## src/verilog/td_proc_pkg.sv

```systemverilog
// ============================================================
// Operation
// - each transfer descriptor carries a two-bit toggle field that forms or checks the data pid.
// - toggle upper bit 0 takes the endpoint toggle memo, upper bit 1 takes the field's lower bit.
// - every successful data packet advances the toggle field of the active descriptor.
// - each transmission error bumps the tally; an error while the tally is 2 retires the descriptor.
// - an error-free transaction clears the retry error tally to 0.
// - the completion code field holds the status of the last attempted transaction.
// - the buffer position holds the next byte address and advances as bytes move.
// - a buffer position of zero means a zero-length packet or a fully moved buffer.
// - interrupt transactions run only while periodic and isochronous schedule bits are both 1.
// - a pid check failure is code 06h and a silent device is code 05h.
// - an active bulk in endpoint keeps issuing in tokens while the device answers nak.
// - each finished transfer writes the descriptor and then the endpoint, back to back.
// - frame number and done head go to memory at the next frame start once transfers finish; the code writes once idle, even with a descriptor loaded.
package td_proc_pkg;

  localparam int          ADDR_W        = 32;
  localparam logic [1:0]  TGL_FROM_TD   = 2'h2;
  localparam logic [3:0]  CC_NO_ERROR   = 4'h0;
  localparam logic [3:0]  CC_NO_RESP    = 4'h5;
  localparam logic [3:0]  CC_PID_FAIL   = 4'h6;
  localparam logic [3:0]  CC_NOT_ACCESS = 4'hf;
  localparam logic [1:0]  TALLY_LIMIT   = 2'h2;
  localparam int          CTL_PERIODIC  = 2;
  localparam int          CTL_ISO       = 3;

  // register offsets
  localparam logic [3:0]  REG_CONTROL   = 4'h0;
  localparam logic [3:0]  REG_STATUS    = 4'h1;
  localparam logic [3:0]  REG_MASK      = 4'h2;
  localparam logic [3:0]  REG_DONE_HEAD = 4'h3;
  localparam logic [3:0]  REG_FRAME     = 4'h4;
  localparam logic [3:0]  REG_TD_STATE  = 4'h5;
  localparam logic [3:0]  REG_TD_PTR    = 4'h6;
  localparam logic [3:0]  REG_TD_BUF    = 4'h7;

  // status bits
  localparam int          ST_WDH        = 0;
  localparam int          ST_RETIRE     = 1;
  localparam int          ST_ERROR      = 2;
  localparam int          ST_W          = 3;

  typedef enum logic [1:0] {
    RES_ACK,
    RES_NAK,
    RES_PID_ERR,
    RES_NO_RESP
  } usb_result_e;

  typedef struct packed {
    logic [1:0]  toggle;
    logic [1:0]  tally;
    logic [3:0]  code;
    logic [31:0] buf_pos;
    logic [31:0] buf_end;
    logic [31:0] link;
  } td_s;

  typedef struct packed {
    logic        valid;
    logic [31:0] addr;
    logic [31:0] data;
  } mem_wr_s;

endpackage : td_proc_pkg

```

## src/verilog/done_link_mem.sv

```systemverilog
`timescale 1ns/100ps
`default_nettype none
module done_link_mem #(
  parameter int DEPTH = 16
) (
  input  wire logic                     i_ref_clk, // clock
  input  wire logic                     i_we,      // write enable
  input  wire logic [$clog2(DEPTH)-1:0] i_waddr,   // write slot
  input  wire logic [31:0]              i_wdata,   // descriptor address
  input  wire logic [$clog2(DEPTH)-1:0] i_raddr,   // read slot
  output logic      [31:0]              o_rdata    // registered read data
);
  logic [31:0] mem [DEPTH];
  always_ff @(posedge i_ref_clk)
  begin
    if (i_we)
      mem[i_waddr] <= i_wdata;
    o_rdata <= mem[i_raddr];
  end
endmodule // done_link_mem
`default_nettype wire

```

## src/verilog/host_td_list_processor.sv

```systemverilog
// The strobed register port and the register offsets were left to the implementer.
`timescale 1ns/100ps
`default_nettype none
module host_td_list_processor
  import td_proc_pkg::*;
(
  input  wire logic              i_ref_clk,      // 125 mhz clock
  input  wire logic              i_sys_rst,      // async reset, high
  input  wire logic [3:0]        i_addr,         // register index
  input  wire logic [31:0]       i_wdata,        // write data
  input  wire logic              i_wr,           // write strobe
  input  wire logic              i_rd,           // read strobe
  output logic      [31:0]       o_rdata,        // read data, next cycle
  input  wire logic              i_td_load,      // load a descriptor
  input  wire td_s               i_td,           // descriptor words
  input  wire logic [31:0]       i_td_addr,      // descriptor address
  input  wire logic              i_ep_memo,      // endpoint toggle memo
  input  wire logic              i_ep_bulk_in,   // endpoint is bulk in
  input  wire logic              i_ep_intr,      // endpoint is interrupt
  input  wire logic              i_sof,          // start-of-frame pulse
  input  wire logic              i_res_valid,    // transaction result strobe
  input  wire usb_result_e       i_res,          // transaction result
  input  wire logic [10:0]       i_res_bytes,    // bytes moved
  input  wire logic              i_mem_ready,    // memory write accepted
  output logic                   o_token,        // in token request pulse
  output logic                   o_pid_toggle,   // data pid for token
  output logic                   o_zero_len,     // buffer position is zero
  output mem_wr_s                o_mem_wr,       // memory write
  output logic                   o_ep_memo_wr,   // memo update pulse
  output logic                   o_ep_memo,      // memo value to write
  output logic                   o_irq           // level interrupt
);

  // ==========================================================
  // state
  typedef enum logic [2:0] {
    S_IDLE,
    S_TOKEN,
    S_WAIT,
    S_WB_TD,
    S_WB_ED,
    S_WB_FRAME,
    S_WB_HEAD,
    S_FLAG
  } tdp_state_e;

  typedef struct packed {
    tdp_state_e  st;
    logic        have_td;
    td_s         td;
    logic [31:0] td_addr;
    logic [31:0] control;
    logic [ST_W-1:0] status;
    logic [ST_W-1:0] mask;
    logic [31:0] done_head;
    logic [31:0] frame_head;
    logic [15:0] frame_no;
    logic        sof_pend;
    logic [31:0] prev_head;
    logic [31:0] rdata;
    logic        token;
    logic        pid;
    logic        zero_len;
    mem_wr_s     mem_wr;
    logic        memo_wr;
    logic        memo;
    logic        irq;
    logic [3:0]  slot;
  } tdp_s;

  tdp_s q_reg;
  tdp_s q_next;

  logic       pid_tgl;
  logic [1:0] next_field;
  logic [31:0] link_rdata;

  toggle_pick u_tgl (
    .i_toggle_field (q_reg.td.toggle),
    .i_ep_memo      (i_ep_memo),
    .o_pid_toggle   (pid_tgl),
    .o_next_field   (next_field)
  );

  done_link_mem #(.DEPTH(16)) u_mem (
    .i_ref_clk (i_ref_clk),
    .i_we      (q_reg.st == S_WB_TD && q_reg.mem_wr.valid && i_mem_ready),
    .i_waddr   (q_reg.slot),
    .i_wdata   (q_reg.td_addr),
    .i_raddr   (i_addr),
    .o_rdata   (link_rdata)
  );

  function automatic logic sched_ok(input logic [31:0] ctl);
    sched_ok = ctl[CTL_PERIODIC] & ctl[CTL_ISO];
  endfunction

  function automatic mem_wr_s mk_wr(input logic [31:0] a, input logic [31:0] d);
    mk_wr.valid = 1'b1;
    mk_wr.addr  = a;
    mk_wr.data  = d;
  endfunction

  // ==========================================================
  // next state
  always_comb
  begin
    q_next          = q_reg;
    q_next.token    = 1'b0;
    // registered so the pid travels in the same cycle as the token pulse
    q_next.pid      = pid_tgl;
    q_next.memo_wr  = 1'b0;
    q_next.rdata    = 32'h0;
    q_next.zero_len = (q_reg.td.buf_pos == 32'h0);
    if (i_sof)
      q_next.sof_pend = 1'b1;
    if (q_reg.mem_wr.valid && i_mem_ready)
      q_next.mem_wr.valid = 1'b0;

    // register bus
    if (i_wr)
    begin
      case (i_addr)
        REG_CONTROL: q_next.control = i_wdata;
        REG_STATUS:  q_next.status = q_reg.status & ~i_wdata[ST_W-1:0];
        REG_MASK:    q_next.mask = i_wdata[ST_W-1:0];
        default:     q_next.control = q_reg.control;
      endcase
    end
    if (i_rd)
    begin
      case (i_addr)
        REG_CONTROL:   q_next.rdata = q_reg.control;
        REG_STATUS:    q_next.rdata = {29'h0, q_reg.status};
        REG_MASK:      q_next.rdata = {29'h0, q_reg.mask};
        REG_DONE_HEAD: q_next.rdata = q_reg.done_head;
        REG_FRAME:     q_next.rdata = {16'h0, q_reg.frame_no};
        REG_TD_STATE:  q_next.rdata = {24'h0, q_reg.td.code, q_reg.td.tally, q_reg.td.toggle};
        REG_TD_PTR:    q_next.rdata = q_reg.td.link;
        REG_TD_BUF:    q_next.rdata = q_reg.td.buf_pos;
        default:       q_next.rdata = 32'h0;
      endcase
    end

    case (q_reg.st)
      S_IDLE:
      begin
        if (q_reg.sof_pend)
        begin
          // frame writeback once idle, ahead of a loaded descriptor
          q_next.sof_pend = 1'b0;
          q_next.frame_no = q_reg.frame_no + 16'h1;
          q_next.mem_wr   = mk_wr(q_reg.control & 32'hffff_ff00, {16'h0, q_reg.frame_no});
          q_next.st       = S_WB_FRAME;
        end
        else if (i_td_load && !q_reg.have_td)
        begin
          q_next.td      = i_td;
          q_next.td_addr = i_td_addr;
          q_next.have_td = 1'b1;
        end
        // interrupt endpoints need both schedule bits
        else if (q_reg.have_td && (!i_ep_intr || sched_ok(q_reg.control)))
          q_next.st = S_TOKEN;
      end
      S_TOKEN:
      begin
        // bulk in keeps tokening through naks
        q_next.token = 1'b1;
        q_next.st    = S_WAIT;
      end
      S_WAIT:
      begin
        if (i_res_valid)
        begin
          case (i_res)
            RES_ACK:
            begin
              q_next.td.toggle = next_field;
              q_next.td.tally = 2'h0;
              q_next.td.code = CC_NO_ERROR;
              q_next.td.buf_pos = q_reg.td.buf_pos + {21'h0, i_res_bytes};
              if (q_reg.td.buf_pos == 32'h0 || q_next.td.buf_pos > q_reg.td.buf_end)
              begin
                q_next.td.buf_pos = 32'h0;
                q_next.mem_wr = mk_wr(q_reg.td_addr, q_reg.done_head);
                q_next.st     = S_WB_TD;
              end
              else
                q_next.st = S_TOKEN;
            end
            RES_NAK:
            begin
              q_next.st = i_ep_bulk_in ? S_TOKEN : S_IDLE;
            end
            default:
            begin
              q_next.td.code = (i_res == RES_PID_ERR) ? CC_PID_FAIL : CC_NO_RESP;
              if (q_reg.td.tally == TALLY_LIMIT)
              begin
                q_next.status[ST_ERROR] = 1'b1;
                q_next.mem_wr = mk_wr(q_reg.td_addr, q_reg.done_head);
                q_next.st     = S_WB_TD;
              end
              else
              begin
                q_next.td.tally = q_reg.td.tally + 2'h1;
                q_next.st       = S_TOKEN;
              end
            end
          endcase
        end
      end
      S_WB_TD:
      begin
        if (!q_reg.mem_wr.valid || i_mem_ready)
        begin
          // endpoint write follows at once
          // carried toggle is the next data pid, also after an error retire
          q_next.mem_wr   = mk_wr(q_reg.td_addr + 32'h4, {31'h0, pid_tgl});
          q_next.memo_wr  = 1'b1;
          q_next.memo     = pid_tgl;
          q_next.done_head = q_reg.td_addr;
          q_next.slot     = q_reg.slot + 4'h1;
          q_next.st       = S_WB_ED;
        end
      end
      S_WB_ED:
      begin
        if (!q_reg.mem_wr.valid || i_mem_ready)
        begin
          q_next.have_td = 1'b0;
          q_next.status[ST_RETIRE] = 1'b1;
          q_next.st = S_IDLE;
        end
      end
      S_WB_FRAME:
      begin
        if (!q_reg.mem_wr.valid || i_mem_ready)
        begin
          // skip a head already handed over
          if (q_reg.done_head == q_reg.prev_head)
            q_next.st = S_IDLE;
          else
          begin
            q_next.mem_wr = mk_wr((q_reg.control & 32'hffff_ff00) + 32'h4, q_reg.done_head);
            q_next.st     = S_WB_HEAD;
          end
        end
      end
      S_WB_HEAD:
      begin
        // flag only after head write accepted
        if (!q_reg.mem_wr.valid || i_mem_ready)
        begin
          q_next.prev_head = q_reg.done_head;
          q_next.st = S_FLAG;
        end
      end
      S_FLAG:
      begin
        q_next.status[ST_WDH] = 1'b1;
        q_next.st = S_IDLE;
      end
      default: q_next.st = S_IDLE;
    endcase

    q_next.irq = |(q_next.status & q_next.mask);
  end

  always_ff @(posedge i_ref_clk or posedge i_sys_rst)
  begin
    if (i_sys_rst)
      q_reg <= '0;
    else
      q_reg <= q_next;
  end

  always_comb
  begin
    o_rdata      = q_reg.rdata;
    o_token      = q_reg.token;
    o_pid_toggle = q_reg.pid;
    o_zero_len   = q_reg.zero_len;
    o_mem_wr     = q_reg.mem_wr;
    o_ep_memo_wr = q_reg.memo_wr;
    o_ep_memo    = q_reg.memo;
    o_irq        = q_reg.irq;
  end

  // ==========================================================
  // checks
  // error at limit retires
  retire_at_limit_a: assert property (@(posedge i_ref_clk) disable iff (i_sys_rst)
    (q_reg.st == S_WAIT && i_res_valid && i_res inside {RES_PID_ERR, RES_NO_RESP}
     && q_reg.td.tally == TALLY_LIMIT) |=> q_reg.st == S_WB_TD)
    else $error("descriptor not retired at tally limit");
  tally_clear_a: assert property (@(posedge i_ref_clk) disable iff (i_sys_rst)
    (q_reg.st == S_WAIT && i_res_valid && i_res == RES_ACK) |=> q_reg.td.tally == 2'h0)
    else $error("tally not cleared");
  pid_code_a: assert property (@(posedge i_ref_clk) disable iff (i_sys_rst)
    (q_reg.st == S_WAIT && i_res_valid && i_res == RES_PID_ERR) |=> q_reg.td.code == CC_PID_FAIL)
    else $error("wrong pid failure code");
  nak_retoken_a: assert property (@(posedge i_ref_clk) disable iff (i_sys_rst)
    (q_reg.st == S_WAIT && i_res_valid && i_res == RES_NAK && i_ep_bulk_in) |=> ##1 o_token)
    else $error("no token after bulk nak");
  td_then_ed_a: assert property (@(posedge i_ref_clk) disable iff (i_sys_rst)
    (q_reg.st == S_WB_TD && $past(q_reg.st) != S_WB_TD) |-> ##[1:64] q_reg.st == S_WB_ED)
    else $error("endpoint write did not follow");
  flag_after_head_a: assert property (@(posedge i_ref_clk) disable iff (i_sys_rst)
    $rose(q_reg.status[ST_WDH]) |-> $past(q_reg.st, 1) == S_FLAG && !o_mem_wr.valid)
    else $error("writeback flag before head write");
  intr_gate_a: assert property (@(posedge i_ref_clk) disable iff (i_sys_rst)
    (q_reg.st == S_IDLE && !q_reg.sof_pend && q_reg.have_td && i_ep_intr
     && !sched_ok(q_reg.control)) |=> q_reg.st != S_TOKEN)
    else $error("interrupt scheduled while disabled");
  toggle_adv_a: assert property (@(posedge i_ref_clk) disable iff (i_sys_rst)
    (q_reg.st == S_WAIT && i_res_valid && i_res == RES_ACK) |=> q_reg.td.toggle[1]
      && q_reg.td.toggle[0] != $past(pid_tgl))
    else $error("toggle not advanced");

endmodule // host_td_list_processor
`default_nettype wire

```

## src/verilog/toggle_pick.sv

```systemverilog
`timescale 1ns/100ps
`default_nettype none
module toggle_pick
  import td_proc_pkg::*;
(
  input  wire logic [1:0] i_toggle_field, // descriptor toggle field
  input  wire logic       i_ep_memo,      // endpoint toggle memo
  output logic            o_pid_toggle,   // data pid in use
  output logic [1:0]      o_next_field    // field after a good packet
);
  always_comb
  begin
    o_pid_toggle = i_toggle_field[1] ? i_toggle_field[0] : i_ep_memo;
    o_next_field = {1'b1, ~o_pid_toggle};
  end
endmodule // toggle_pick
`default_nettype wire
```

## config.mk

```make
export PLATFORM = sky130hd
export DESIGN_NAME = host_td_list_processor
export DESIGN_NICKNAME = d
export VERILOG_FILES = /design/src/verilog/td_proc_pkg.sv /design/src/verilog/done_link_mem.sv /design/src/verilog/host_td_list_processor.sv /design/src/verilog/toggle_pick.sv
export SDC_FILE = /design/constraint.sdc
export NUM_CORES = 1
export LEC_CHECK = 0
export ABC_AREA = 1
export BUFFER_PORTS_ARGS = -buffer_cell sky130_fd_sc_hd__buf_2
export CAP_MARGIN = 20
export CORE_ASPECT_RATIO = 0.75
export CORE_MARGIN = 2
export CORE_UTILIZATION = 45
export CTS_BUF_LIST = sky130_fd_sc_hd__clkbuf_16
export DETAILED_ROUTE_END_ITERATION = 10
export GPL_TIMING_DRIVEN = 1
export PLACE_DENSITY = 0.66
export SLEW_MARGIN = 20
export SYNTH_ARGS = -nofsm -noshare
export SYNTH_HDL_FRONTEND = slang
export SYNTH_HIERARCHICAL = 1
export SYNTH_SLANG_ARGS = --single-unit
```

## constraint.sdc

```tcl
create_clock -name i_ref_clk -period 13.8 [get_ports i_ref_clk]
set_clock_uncertainty 0.15 [all_clocks]
set_input_delay 0.69 -clock i_ref_clk [delete_from_list [all_inputs] [get_ports i_ref_clk]]
set_output_delay 0.69 -clock i_ref_clk [all_outputs]
set_load 0.005 [all_outputs]
```

# == Word-level counts from Yosys, hierarchy flattened ==
# Index checks and enable logic that the tools add are counted.
# totals
in_bits,196
wordCells,154
out_inout_bits,103
ff_bits,362
# op_classes
add_sub_neg,5
mux,53
eq_ne,34
n_lt_le_gt_ge,1
reduce_logical,29
bitwise,6
# ops
op,n
65-bit two-way mux,6
137-bit two-way mux,2
65-bit one-hot mux with 4 select lines,1
32-bit one-hot mux with 8 select lines,1
65-bit one-hot mux with 2 select lines,1
32-bit two-way mux,3
40-bit one-hot mux with 2 select lines,1
67-bit two-way mux,1
32-bit by 3-bit adder with 32-bit output (second input constant),2
40-bit two-way mux,1
32-bit by 11-bit adder with 32-bit output,1
32-bit equality test,1
32-bit greater-than comparator,1
32-bit logical NOT,1
3-bit two-way mux,10
3-bit one-hot mux with 8 select lines,1
2-bit inequality test (second input constant),9
16-bit by 1-bit adder with 16-bit output (second input constant),1
4-bit by 3-bit equality test with 1-bit output (second input constant),4
1-bit two-way mux,14
3-bit equality test (second input constant),4
2-bit two-way mux,6
6-bit one-hot mux with 2 select lines,1
5-bit AND reduction,2
34 further kinds,53

# == Longest topological paths before layout ==
# Gate-level depths: netlist of run 1.
# depth
word_depth,10
ltp_mapped,29
ltp_nobuf,28

# == Cells and area by module ==
# The synthesis of run 1 kept the hierarchy.
# modules_own_cells
module,cells_per_inst,seq_area_each_um2,instances,area_each_um2
host_td_list_processor,2340,9058.7,1,19454.9
toggle_pick,11,0.0,1,45.0

# == Worst setup path before layout of run 1 ==
# OpenSTA, ideal clock, no wires.
# synth_timing
path_kind,input port to flip-flop
startpoint,input i_res_bytes[0]
endpoint,"register q_reg, in the netlist o_mem_wr[16]"
slack_ns,9.649
setup_ns,0.065
t_arrival_ns,3.936
cell_stages,28
path_buffers,1
required_time_ns,13.585
cell_sequence,ha_1 -> inv_1 -> fa_1 -> o21ai_1 -> a21boi_1 -> o21ai_2 -> nand2_1 -> nor2_1 -> nand2_1 -> nand2_1 -> inv_1 -> nor2_1 -> inv_1 -> ha_1 -> nand4_1 -> nor3_1 -> and3_1 -> nand2_1 -> nand2_1 -> nand2_1 -> nand2_1 -> nand2_1 -> nand2_2 -> nand3_4 -> nand2_2 -> buf_2 -> nand2_1 -> nand2_1
# synth_between
elab_chain_len,5
# synth_lines
element,line_no,rtl
"start, declared",host_td_list_processor.sv:23,"input wire logic [10:0] i_res_bytes,"
32-bit by 11-bit adder with 32-bit output,host_td_list_processor.sv:182,"q_next.td.buf_pos = q_reg.td.buf_pos + {21'h0, i_res_bytes};"
32-bit greater-than comparator,host_td_list_processor.sv:183,if (q_reg.td.buf_pos == 32'h0 || q_next.td.buf_pos > q_reg.td.buf_end)
1-bit logical OR,host_td_list_processor.sv:183,
3-bit inequality test (no line),n/a,
9-bit AND reduction (no line),n/a,
"end signal, assigned",host_td_list_processor.sv:276,q_reg <= q_next;
"end, declared",host_td_list_processor.sv:71,tdp_s q_reg;
# No other way between the ends.
# A chain may end at the register's enable or synchronous reset.

# == Final worst setup path of run 1 ==
# layout_timing
startpoint,register q_reg[355] (netlist bit)
endpoint,"register q_reg, in the netlist o_mem_wr[28]"
# layout_between
elab_chain_len,5
elab_cells_between_ends,6
cone_classes,add/sub (1); order compare (1); eq/ne (1); reduce/logical (3)
# layout_lines
element,line_no
32-bit by 11-bit adder with 32-bit output,host_td_list_processor.sv:182
32-bit greater-than comparator,host_td_list_processor.sv:183
1-bit logical OR *,host_td_list_processor.sv:183
3-bit inequality test (no line) *,n/a
9-bit AND reduction (no line) *,n/a
# Mark *: on every way between the ends. The rest lies on a longest branch, timed or not.

==> flow_metrics.env, run 1 <==
export IMPL_num_vias=17040
export IMPL_crit_type="reg -> reg"
export IMPL_synth_compound_area_share_pct=11.75
export IMPL_worstPathMaxFanout=33
export IMPL_period_needed_ns=5.698
export IMPL_max_stage_delay_ns=0.57
export IMPL_worstMarginPinSlew_ns=1.112
export IMPL_dp_cells=3051
export IMPL_instances_no_fill=3122
export IMPL_slew_headroom_pct=25.84
export IMPL_synth_top_area_share_pct=46.45
export IMPL_cts_buffer_depth=3
export IMPL_die_w_um=244.4
export IMPL_syn_to_final_growth_pct=12.72
export IMPL_crit_top_cell="nand2_1"
export IMPL_synth_top_family_by_area="simple AND/OR/NAND/NOR gates"
export IMPL_clk_root_buffer_cell="clkbuf_16"
export IMPL_cp_start_kind="register"
export IMPL_yosys_area_share_adder_pct=3.054
export IMPL_regArea_um2=9059
export IMPL_core_um2=43020
export IMPL_io_pin_count=299
export IMPL_drv_cap=0
export IMPL_whs_ns=0.1981
export IMPL_critPathLaunch="q_reg[355]"
export IMPL_dp_hpwl_mm=47.81
export IMPL_synthCells=2351
export IMPL_nets=2756
export IMPL_critical_path_endpoint="o_mem_wr[28]"
export IMPL_synthMuxAreaShare_pct=4.216
export IMPL_peakVddDrop_uv=151.7
export IMPL_post_drt_via_cell_ratio=5.458
export IMPL_fmax_mhz=175.5
export IMPL_largest_reg_flops=259
export IMPL_synthArstFlopShare_pct=100.0
export IMPL_synth_xor_area_share_pct=2.740
export IMPL_pwr_density_cell_nw_per_um2=224.9
export IMPL_cts_sinks=362
export IMPL_die_y_um=184.3
export IMPL_h_tree_depth=2
export IMPL_post_drt_wl_per_cell_um=20.57
export IMPL_path_clk_slew_ns=0.06
export IMPL_dieArea_um2=45030
export IMPL_hold_class="in -> async"
export IMPL_cp_end_kind="register"
export IMPL_finalSetupViolCount=0
export IMPL_ys_ff_latch=362
export IMPL_antenna_found_initial=7
export IMPL_critPathArrivalTime_ns=6.03
export IMPL_syn_num_nets=2594
export IMPL_drt_initial_drc_count=1802
export IMPL_setup_tns_ns=0
export IMPL_rows=66
export IMPL_clk_latency_ns=0.55
export IMPL_drc=0
export IMPL_synth_seq_area_share_pct=46.45
export IMPL_post_cts_setup_buffers=0
export IMPL_start_util_pct=45.32
export IMPL_place_gp_congestion=0.9276
export IMPL_crit_path_top_delay_cell="nand2_2"
export IMPL_r2r_start="q_reg[355]"
export IMPL_cts_resized_gates=0
export IMPL_r2r_slack_ns=8.10
export IMPL_slew_violations=0
export IMPL_status="complete, no violations"
export IMPL_firstDrtPassIters=5
export IMPL_required_ns=14.13
export IMPL_synthTopCellsByArea="dfrtp_1 (46%), nand2_1 (10%), nor2_1 (4.4%), inv_1 (4.2%), mux2_2 (4.2%)"
export IMPL_drive_gt1_share_pct=19.23
export IMPL_overflow=0
export IMPL_rsz0062_at_grt="no"
export IMPL_reg2reg_depth=26
export IMPL_cts_buffers=38
export IMPL_grt_max_degree=164
export IMPL_synthSimpleGateAreaFrac_pct=21.55
export IMPL_final_util_pct=51.09
export IMPL_numPortBuffers=298
export IMPL_finalHoldViolations=0
export IMPL_fillers=4148
export IMPL_reg2reg_to="o_mem_wr[28]"
export IMPL_detail_route_antenna_nets=0
export IMPL_grt_pass1_wl_mm=97.33
export IMPL_hold_buffers=0
export IMPL_synth_edf_count=0
export IMPL_wl_mm=64.23
export IMPL_cts_tree="yes"
export IMPL_grt_use_total_pct=28.26
export IMPL_postSynthAreaPerCell_um2=8.294
export IMPL_grt_pass1_vias=16490
export IMPL_period_share_pct=41.29
export IMPL_power_leakage_nw=11.19
export IMPL_multi_input_area_um2=8481
export IMPL_yosysUniqueCellTypes=56
export IMPL_ys_flop_type="dfrtp_1"
export IMPL_yosys_warnings=6
export IMPL_synthesis_area_um2=19500
export IMPL_yosys_area_top_type="dfrtp_1"
[through the flow]
step / setup WS (ns) / area, um2 / power [W]
after floorplan: 2.913 / 19500 / 0.003274
after global placement: 8.047 / 20740 / 0.003824
after detailed placement: 7.835 / 20740 / 0.003878
after CTS: 8.115 / 21960 / 0.004940
after global routing: 7.631 / 21980 / 0.005301
final: 8.102 / 21980 / 0.004943
[worst min-delay path by stage]
stage	from	end	slack [ns]	cells after the start
2_1_floorplan	q_reg[213]	o_mem_wr[25]	0.29	2
3_3_place_gp	q_reg[213]	o_mem_wr[25]	0.31	2
3_5_place_dp	o_mem_wr[15]	o_mem_wr[15]	0.31	2
4_1_cts	i_td_addr[3]	q_reg[261]	0.20	2
5_1_grt	i_td_addr[16]	q_reg[274]	0.21	2
6_report	i_sys_rst	q_reg[328]	0.20	2
[worst max-delay path: cells and delay by family (launching register included)]
kind | cells | cell delay (ns)
flops | 1 | 0.42
fa+ha+maj | 2 | 0.78
compound gates | 3 | 0.78
buf+inv | 3 | 0.32
simple gates | 18 | 3.19
[metal layers]
layer | global-route usage [%] | up-vias | share of wire (%)
met5 | 0 | - | 0
met4 | 10.63 | 0 | 3.6
met3 | 4.747 | 115 | 7.3
met2 | 43.49 | 693 | 44
met1 | 40.08 | 8267 | 45
li1 | - | 7964 | -
[cell families after synthesis]
logic type      after synthesis
other cells                   1
xor+xnor                     61
fa+ha+maj                    47
flops                       362
simple gates                988
buf+inv                     417
compound gates              402
mux                          73
[cells in the final DEF (no fill, tap or decap), types with 4 or more instances in the layout]
cell and instances:
nand2_1 539, dfrtp_1 362, buf_2 298, nor2_1 226, inv_1 225, a21oi_1 164
o21ai_0 126, nand3_1 80, mux2_2 73, nand4_1 63, ha_1 46, clkbuf_16 39
xor2_1 36, a22oi_1 29, nor3_1 26, a221oi_1 26, xnor2_1 25, o22ai_1 15
buf_4 15, a31oi_1 10, or2_2 9, nor2_2 8, clkinv_1 8, nand2_2 7
diode_2 6, nor4_1 6, a211oi_1 6, inv_2 5, o21ai_1 5, nor3_2 5
bufinv_16 5, nand3b_1 4, a21oi_2 4
[synthesized netlist by cell type, drive strengths merged, types with 4 or more instances]
master	instances
nand2	546
dfrtp	362
nor2	238
inv	224
a21oi	168
o21ai	132
buf	130
nand3	83
mux2	73
nand4	63
clkbuf	62
ha	46
xor2	36
nor3	31
a22oi	29
a221oi	26
xnor2	25
o22ai	15
a31oi	10
or2	10
nor4	7
a211oi	6
nand3b	4
[layout make-up]
type / instances / area share (%)
Clock inverter: 26 / 1.138
Inverter: 225 / 3.877
Multi-Input combinational cell: 1572 / 38.58
Antenna cell: 6 / 0.06831
Timing Repair Buffer: 314 / 7.389
Clock buffer: 39 / 4.440
Tap cell: 578 / 3.290
Sequential cell: 362 / 41.21
[report_power, final]
| group | internal [W] | switching, W | total (W) |
|---|---|---|---|
| registers | 0.00147 | 0.000397 | 0.00187 |
| logic | 0.000730 | 0.00130 | 0.00203 |
| clock network | 0.000605 | 0.000441 | 0.00105 |
(Power assumes the default switching activity.)
==> run 2, diff against run 1 <==
- ABC_AREA: 1 -> 0
- clock period: 13.8 -> 5.51 ns (I/O delays scaled with it)
==> run 2 against run 1 <==
Against the previous run:
- flip-flop and latch count unchanged
- worst hold slack got worse by 0.19 ns
- sequential share of layout area decreased by 2.4 points
- wire length decreased by 4.8%
- power increased to 2.5 times the previous value
- maximum frequency increased by 5.2%
- combinational power increased by 150%
- worst setup slack got worse by 8.0 ns
- final cell count decreased by 12%
- critical path type unchanged
- largest cell class unchanged
==> flow_metrics.env, run 2 <==
export IMPL_pre_cts_slack_ns=0.07925
export IMPL_synth_seq_area_share_pct=48.72
export IMPL_hold_class="in -> reg"
export IMPL_layout_setup_ws_ns=0.09580
export IMPL_critPathArrivalTime_ns=5.70
export IMPL_synthCells=1830
export IMPL_final_common_cell="dfrtp_1"
export IMPL_core_um2=40760
export IMPL_dieArea_um2=42970
export IMPL_peakVddDrop_uv=246.9
export IMPL_place_gp_congestion=0.9194
export IMPL_period_share_pct=98.26
export IMPL_reg2reg_to="o_mem_wr[60]"
export IMPL_slew_violations=0
export IMPL_hp_start="i_res_bytes[0]"
export IMPL_synth_edf_count=0
export IMPL_cp_end_kind="register"
export IMPL_instances_no_fill=2750
export IMPL_synthTopCellsByArea="dfrtp_1 (49%), mux2_2 (7.9%), nand2_1 (5.1%), buf_4 (4.0%), xnor2_1 (3.7%)"
export IMPL_overflow=0
export IMPL_grt_pass1_wl_mm=91.82
export IMPL_synth_top_area_share_pct=48.72
export IMPL_syn_num_nets=2073
export IMPL_final_cell_mix="dfrtp_1 (362), buf_2 (298), nand2_1 (254)"
export IMPL_placed_cell_area_um2=20020
export IMPL_yosys_area_top_type="dfrtp_1"
export IMPL_io_pin_count=299
export IMPL_rsz0062_at_grt="yes"
export IMPL_largest_reg_flops=259
export IMPL_min_to="q_reg[354]"
export IMPL_cts_buffer_depth=3
export IMPL_finalSetupViolCount=0
export IMPL_ys_flop_type="dfrtp_1"
export IMPL_swShare_pct=39.84
export IMPL_worstMarginPinSlew_ns=1.042
export IMPL_synthArstFlopShare_pct=100.0
export IMPL_fillers=3443
export IMPL_post_drt_via_cell_ratio=5.761
export IMPL_switchingPower_w=0.004948
export IMPL_antenna_found_initial=3
export IMPL_clk_root_buffer_cell="clkbuf_16"
export IMPL_fmax_mhz=184.7
export IMPL_firstDrtPassIters=6
export IMPL_rows=64
export IMPL_required_ns=5.80
export IMPL_start_util_pct=45.61
export IMPL_min_delay_path_depth=4
export IMPL_postSynthAreaPerCell_um2=10.16
export IMPL_pwr_density_cell_nw_per_um2=532.8
export IMPL_path_clk_slew_ns=0.06
export IMPL_max_stage_delay_ns=0.42
export IMPL_yosysUniqueCellTypes=69
export IMPL_r2r_start="q_reg[354]"
export IMPL_crit_type="reg -> reg"
export IMPL_die_w_um=238.7
export IMPL_detail_route_antenna_nets=0
export IMPL_p_clk_share_pct=20.3
export IMPL_ys_ff_latch=362
export IMPL_slew_headroom_pct=30.13
export IMPL_numPortBuffers=298
export IMPL_syn_to_final_growth_pct=25.39
export IMPL_period_needed_ns=5.414
export IMPL_cp_start_kind="register"
export IMPL_worstPathMaxFanout=8
export IMPL_r2r_slack_ns=0.1
export IMPL_yosys_warnings=6
export IMPL_synthesis_area_um2=18590
export IMPL_drv_cap=0
export IMPL_yosysMostFrequentCell="dfrtp_1"
export IMPL_cts_tree="yes"
export IMPL_reg2reg_depth=22
export IMPL_num_vias=15840
export IMPL_internal_power_w=0.007472
export IMPL_wl_mm=61.12
export IMPL_cts_sinks=362
export IMPL_finalInstanceArea_um2=23310
export IMPL_grt_pass1_vias=15550
export IMPL_crit_path_top_delay_cell="dfrtp_1"
export IMPL_clk_latency_ns=0.56
export IMPL_finalHoldViolations=0
export IMPL_dp_hpwl_mm=41.90
export IMPL_grt_use_total_pct=27.53
export IMPL_seq_power_share_pct=39.6
export IMPL_critPathLaunch="q_reg[354]"
export IMPL_drt_initial_drc_count=1542
export IMPL_nets=2431
export IMPL_post_drt_wl_per_cell_um=22.23
export IMPL_power_leakage_nw=10.70
export IMPL_synthTopCellsByCount="dfrtp_1 (362), nand2_1 (254), mux2_2 (130)"
export IMPL_dp_cells=2491
export IMPL_final_util_pct=57.20
export IMPL_path_cells="ha_4 -> inv_2 -> fa_2 -> nor2b_4 -> o31a_1 -> o311a_1 -> o2111a_1 -> o31a_1 -> buf_12 -> o211a_1 -> xor2_1 -> ha_1 -> nand4_1 -> nor3_2 -> a22oi_2 -> a41oi_1 -> o22ai_2 -> buf_6 -> a31o_4 -> buf_12 -> clkbuf_16 -> a221o_1"
export IMPL_die_y_um=180.0
export IMPL_drive_gt1_share_pct=26.90
export IMPL_comb_power_share_pct=40.2
export IMPL_cts_buffers=39
export IMPL_grt_max_degree=134
export IMPL_drc=0
export IMPL_h_tree_depth=2
export IMPL_status="complete, no violations"
==> run 2: power by group through the flow <==
| stage | Combinational [W] | Clock (W) | Sequential (W) |
|---|---|---|---|
| floorplan | 0.00345 | 0 | 0.00438 |
| global placement | 0.00427 | 0 | 0.00489 |
| detailed placement | 0.00439 | 0 | 0.00491 |
| CTS | 0.00452 | 0.00256 | 0.00487 |
| global route | 0.00549 | 0.00268 | 0.00504 |
| finish | 0.00499 | 0.00252 | 0.00491 |
==> run 2: cell type report <==
| class | count | area, um2 | area share (%) |
|---|---|---|---|
| Clock buffer | 39 | 975.9 | 4.186 |
| Timing Repair Buffer | 520 | 3746 | 16.07 |
| Clock inverter | 33 | 227.7 | 0.9768 |
| Tap cell | 528 | 660.6 | 2.834 |
| Inverter | 66 | 251.5 | 1.079 |
| Sequential cell | 362 | 9059 | 38.86 |
| Antenna cell | 3 | 7.507 | 0.03220 |
| Multi-Input combinational cell | 1199 | 8384 | 35.96 |
==> run 2: routing by layer <==
| metal | wire (um) | track usage, % |
|---|---|---|
| met1 | 26360 | 38.72 |
| met2 | 27690 | 42.65 |
| met3 | 4859 | 4.994 |
| met4 | 2208 | 10.03 |
| met5 | 0 | 0 |
==> run 2: logic make-up after synthesis <==
kind of cell	share of synthesized area, %
adders and majority gates	3.203
and+or+nand+nor	12.12
other	0.02017
DFF	48.72
xor gates and xnor gates	4.193
AOI/OAI and AO/OA	16.11
buffers and inverters	7.511
muxes	8.116
==> run 2: through the flow <==
| stage | power [W] | setup TNS [ns] | hold WS, ns |
|---|---|---|---|
| after floorplan | 0.007826 | 0 | 0.2423 |
| after global placement | 0.009156 | 0 | 0.2665 |
| after detailed placement | 0.009305 | 0 | 0.2695 |
| after CTS | 0.01196 | 0 | 0.0005123 |
| after global routing | 0.01320 | -3.469 | 0.006554 |
| final | 0.01242 | 0 | 0.01030 |
==> run 2: what timing repair did <==
action	CTS	global route
setup buffers	0	11
hold buffers	168	0
setup endpoints to repair	0	96
hold endpoints to repair	192	0
resized for setup	0	39
==> run 2: worst max-delay path by stage <==
stage,endpoint,cells after the start
final,o_mem_wr[60],22
after global routing,o_mem_wr[53],22
after CTS,o_mem_wr[49],22
after detailed placement,o_mem_wr[49],22
after global placement,o_mem_wr[61],23
after floorplan,o_ep_memo,1
==> run 2: worst max-delay path, delay by kind of cell (launching register included) <==
family / cells / cell delay, ns
flops: 1 / 0.42
fa+ha+maj: 3 / 0.74
compound gates: 10 / 2.63
simple gates: 3 / 0.52
buf+inv: 5 / 0.70
xor+xnor: 1 / 0.15
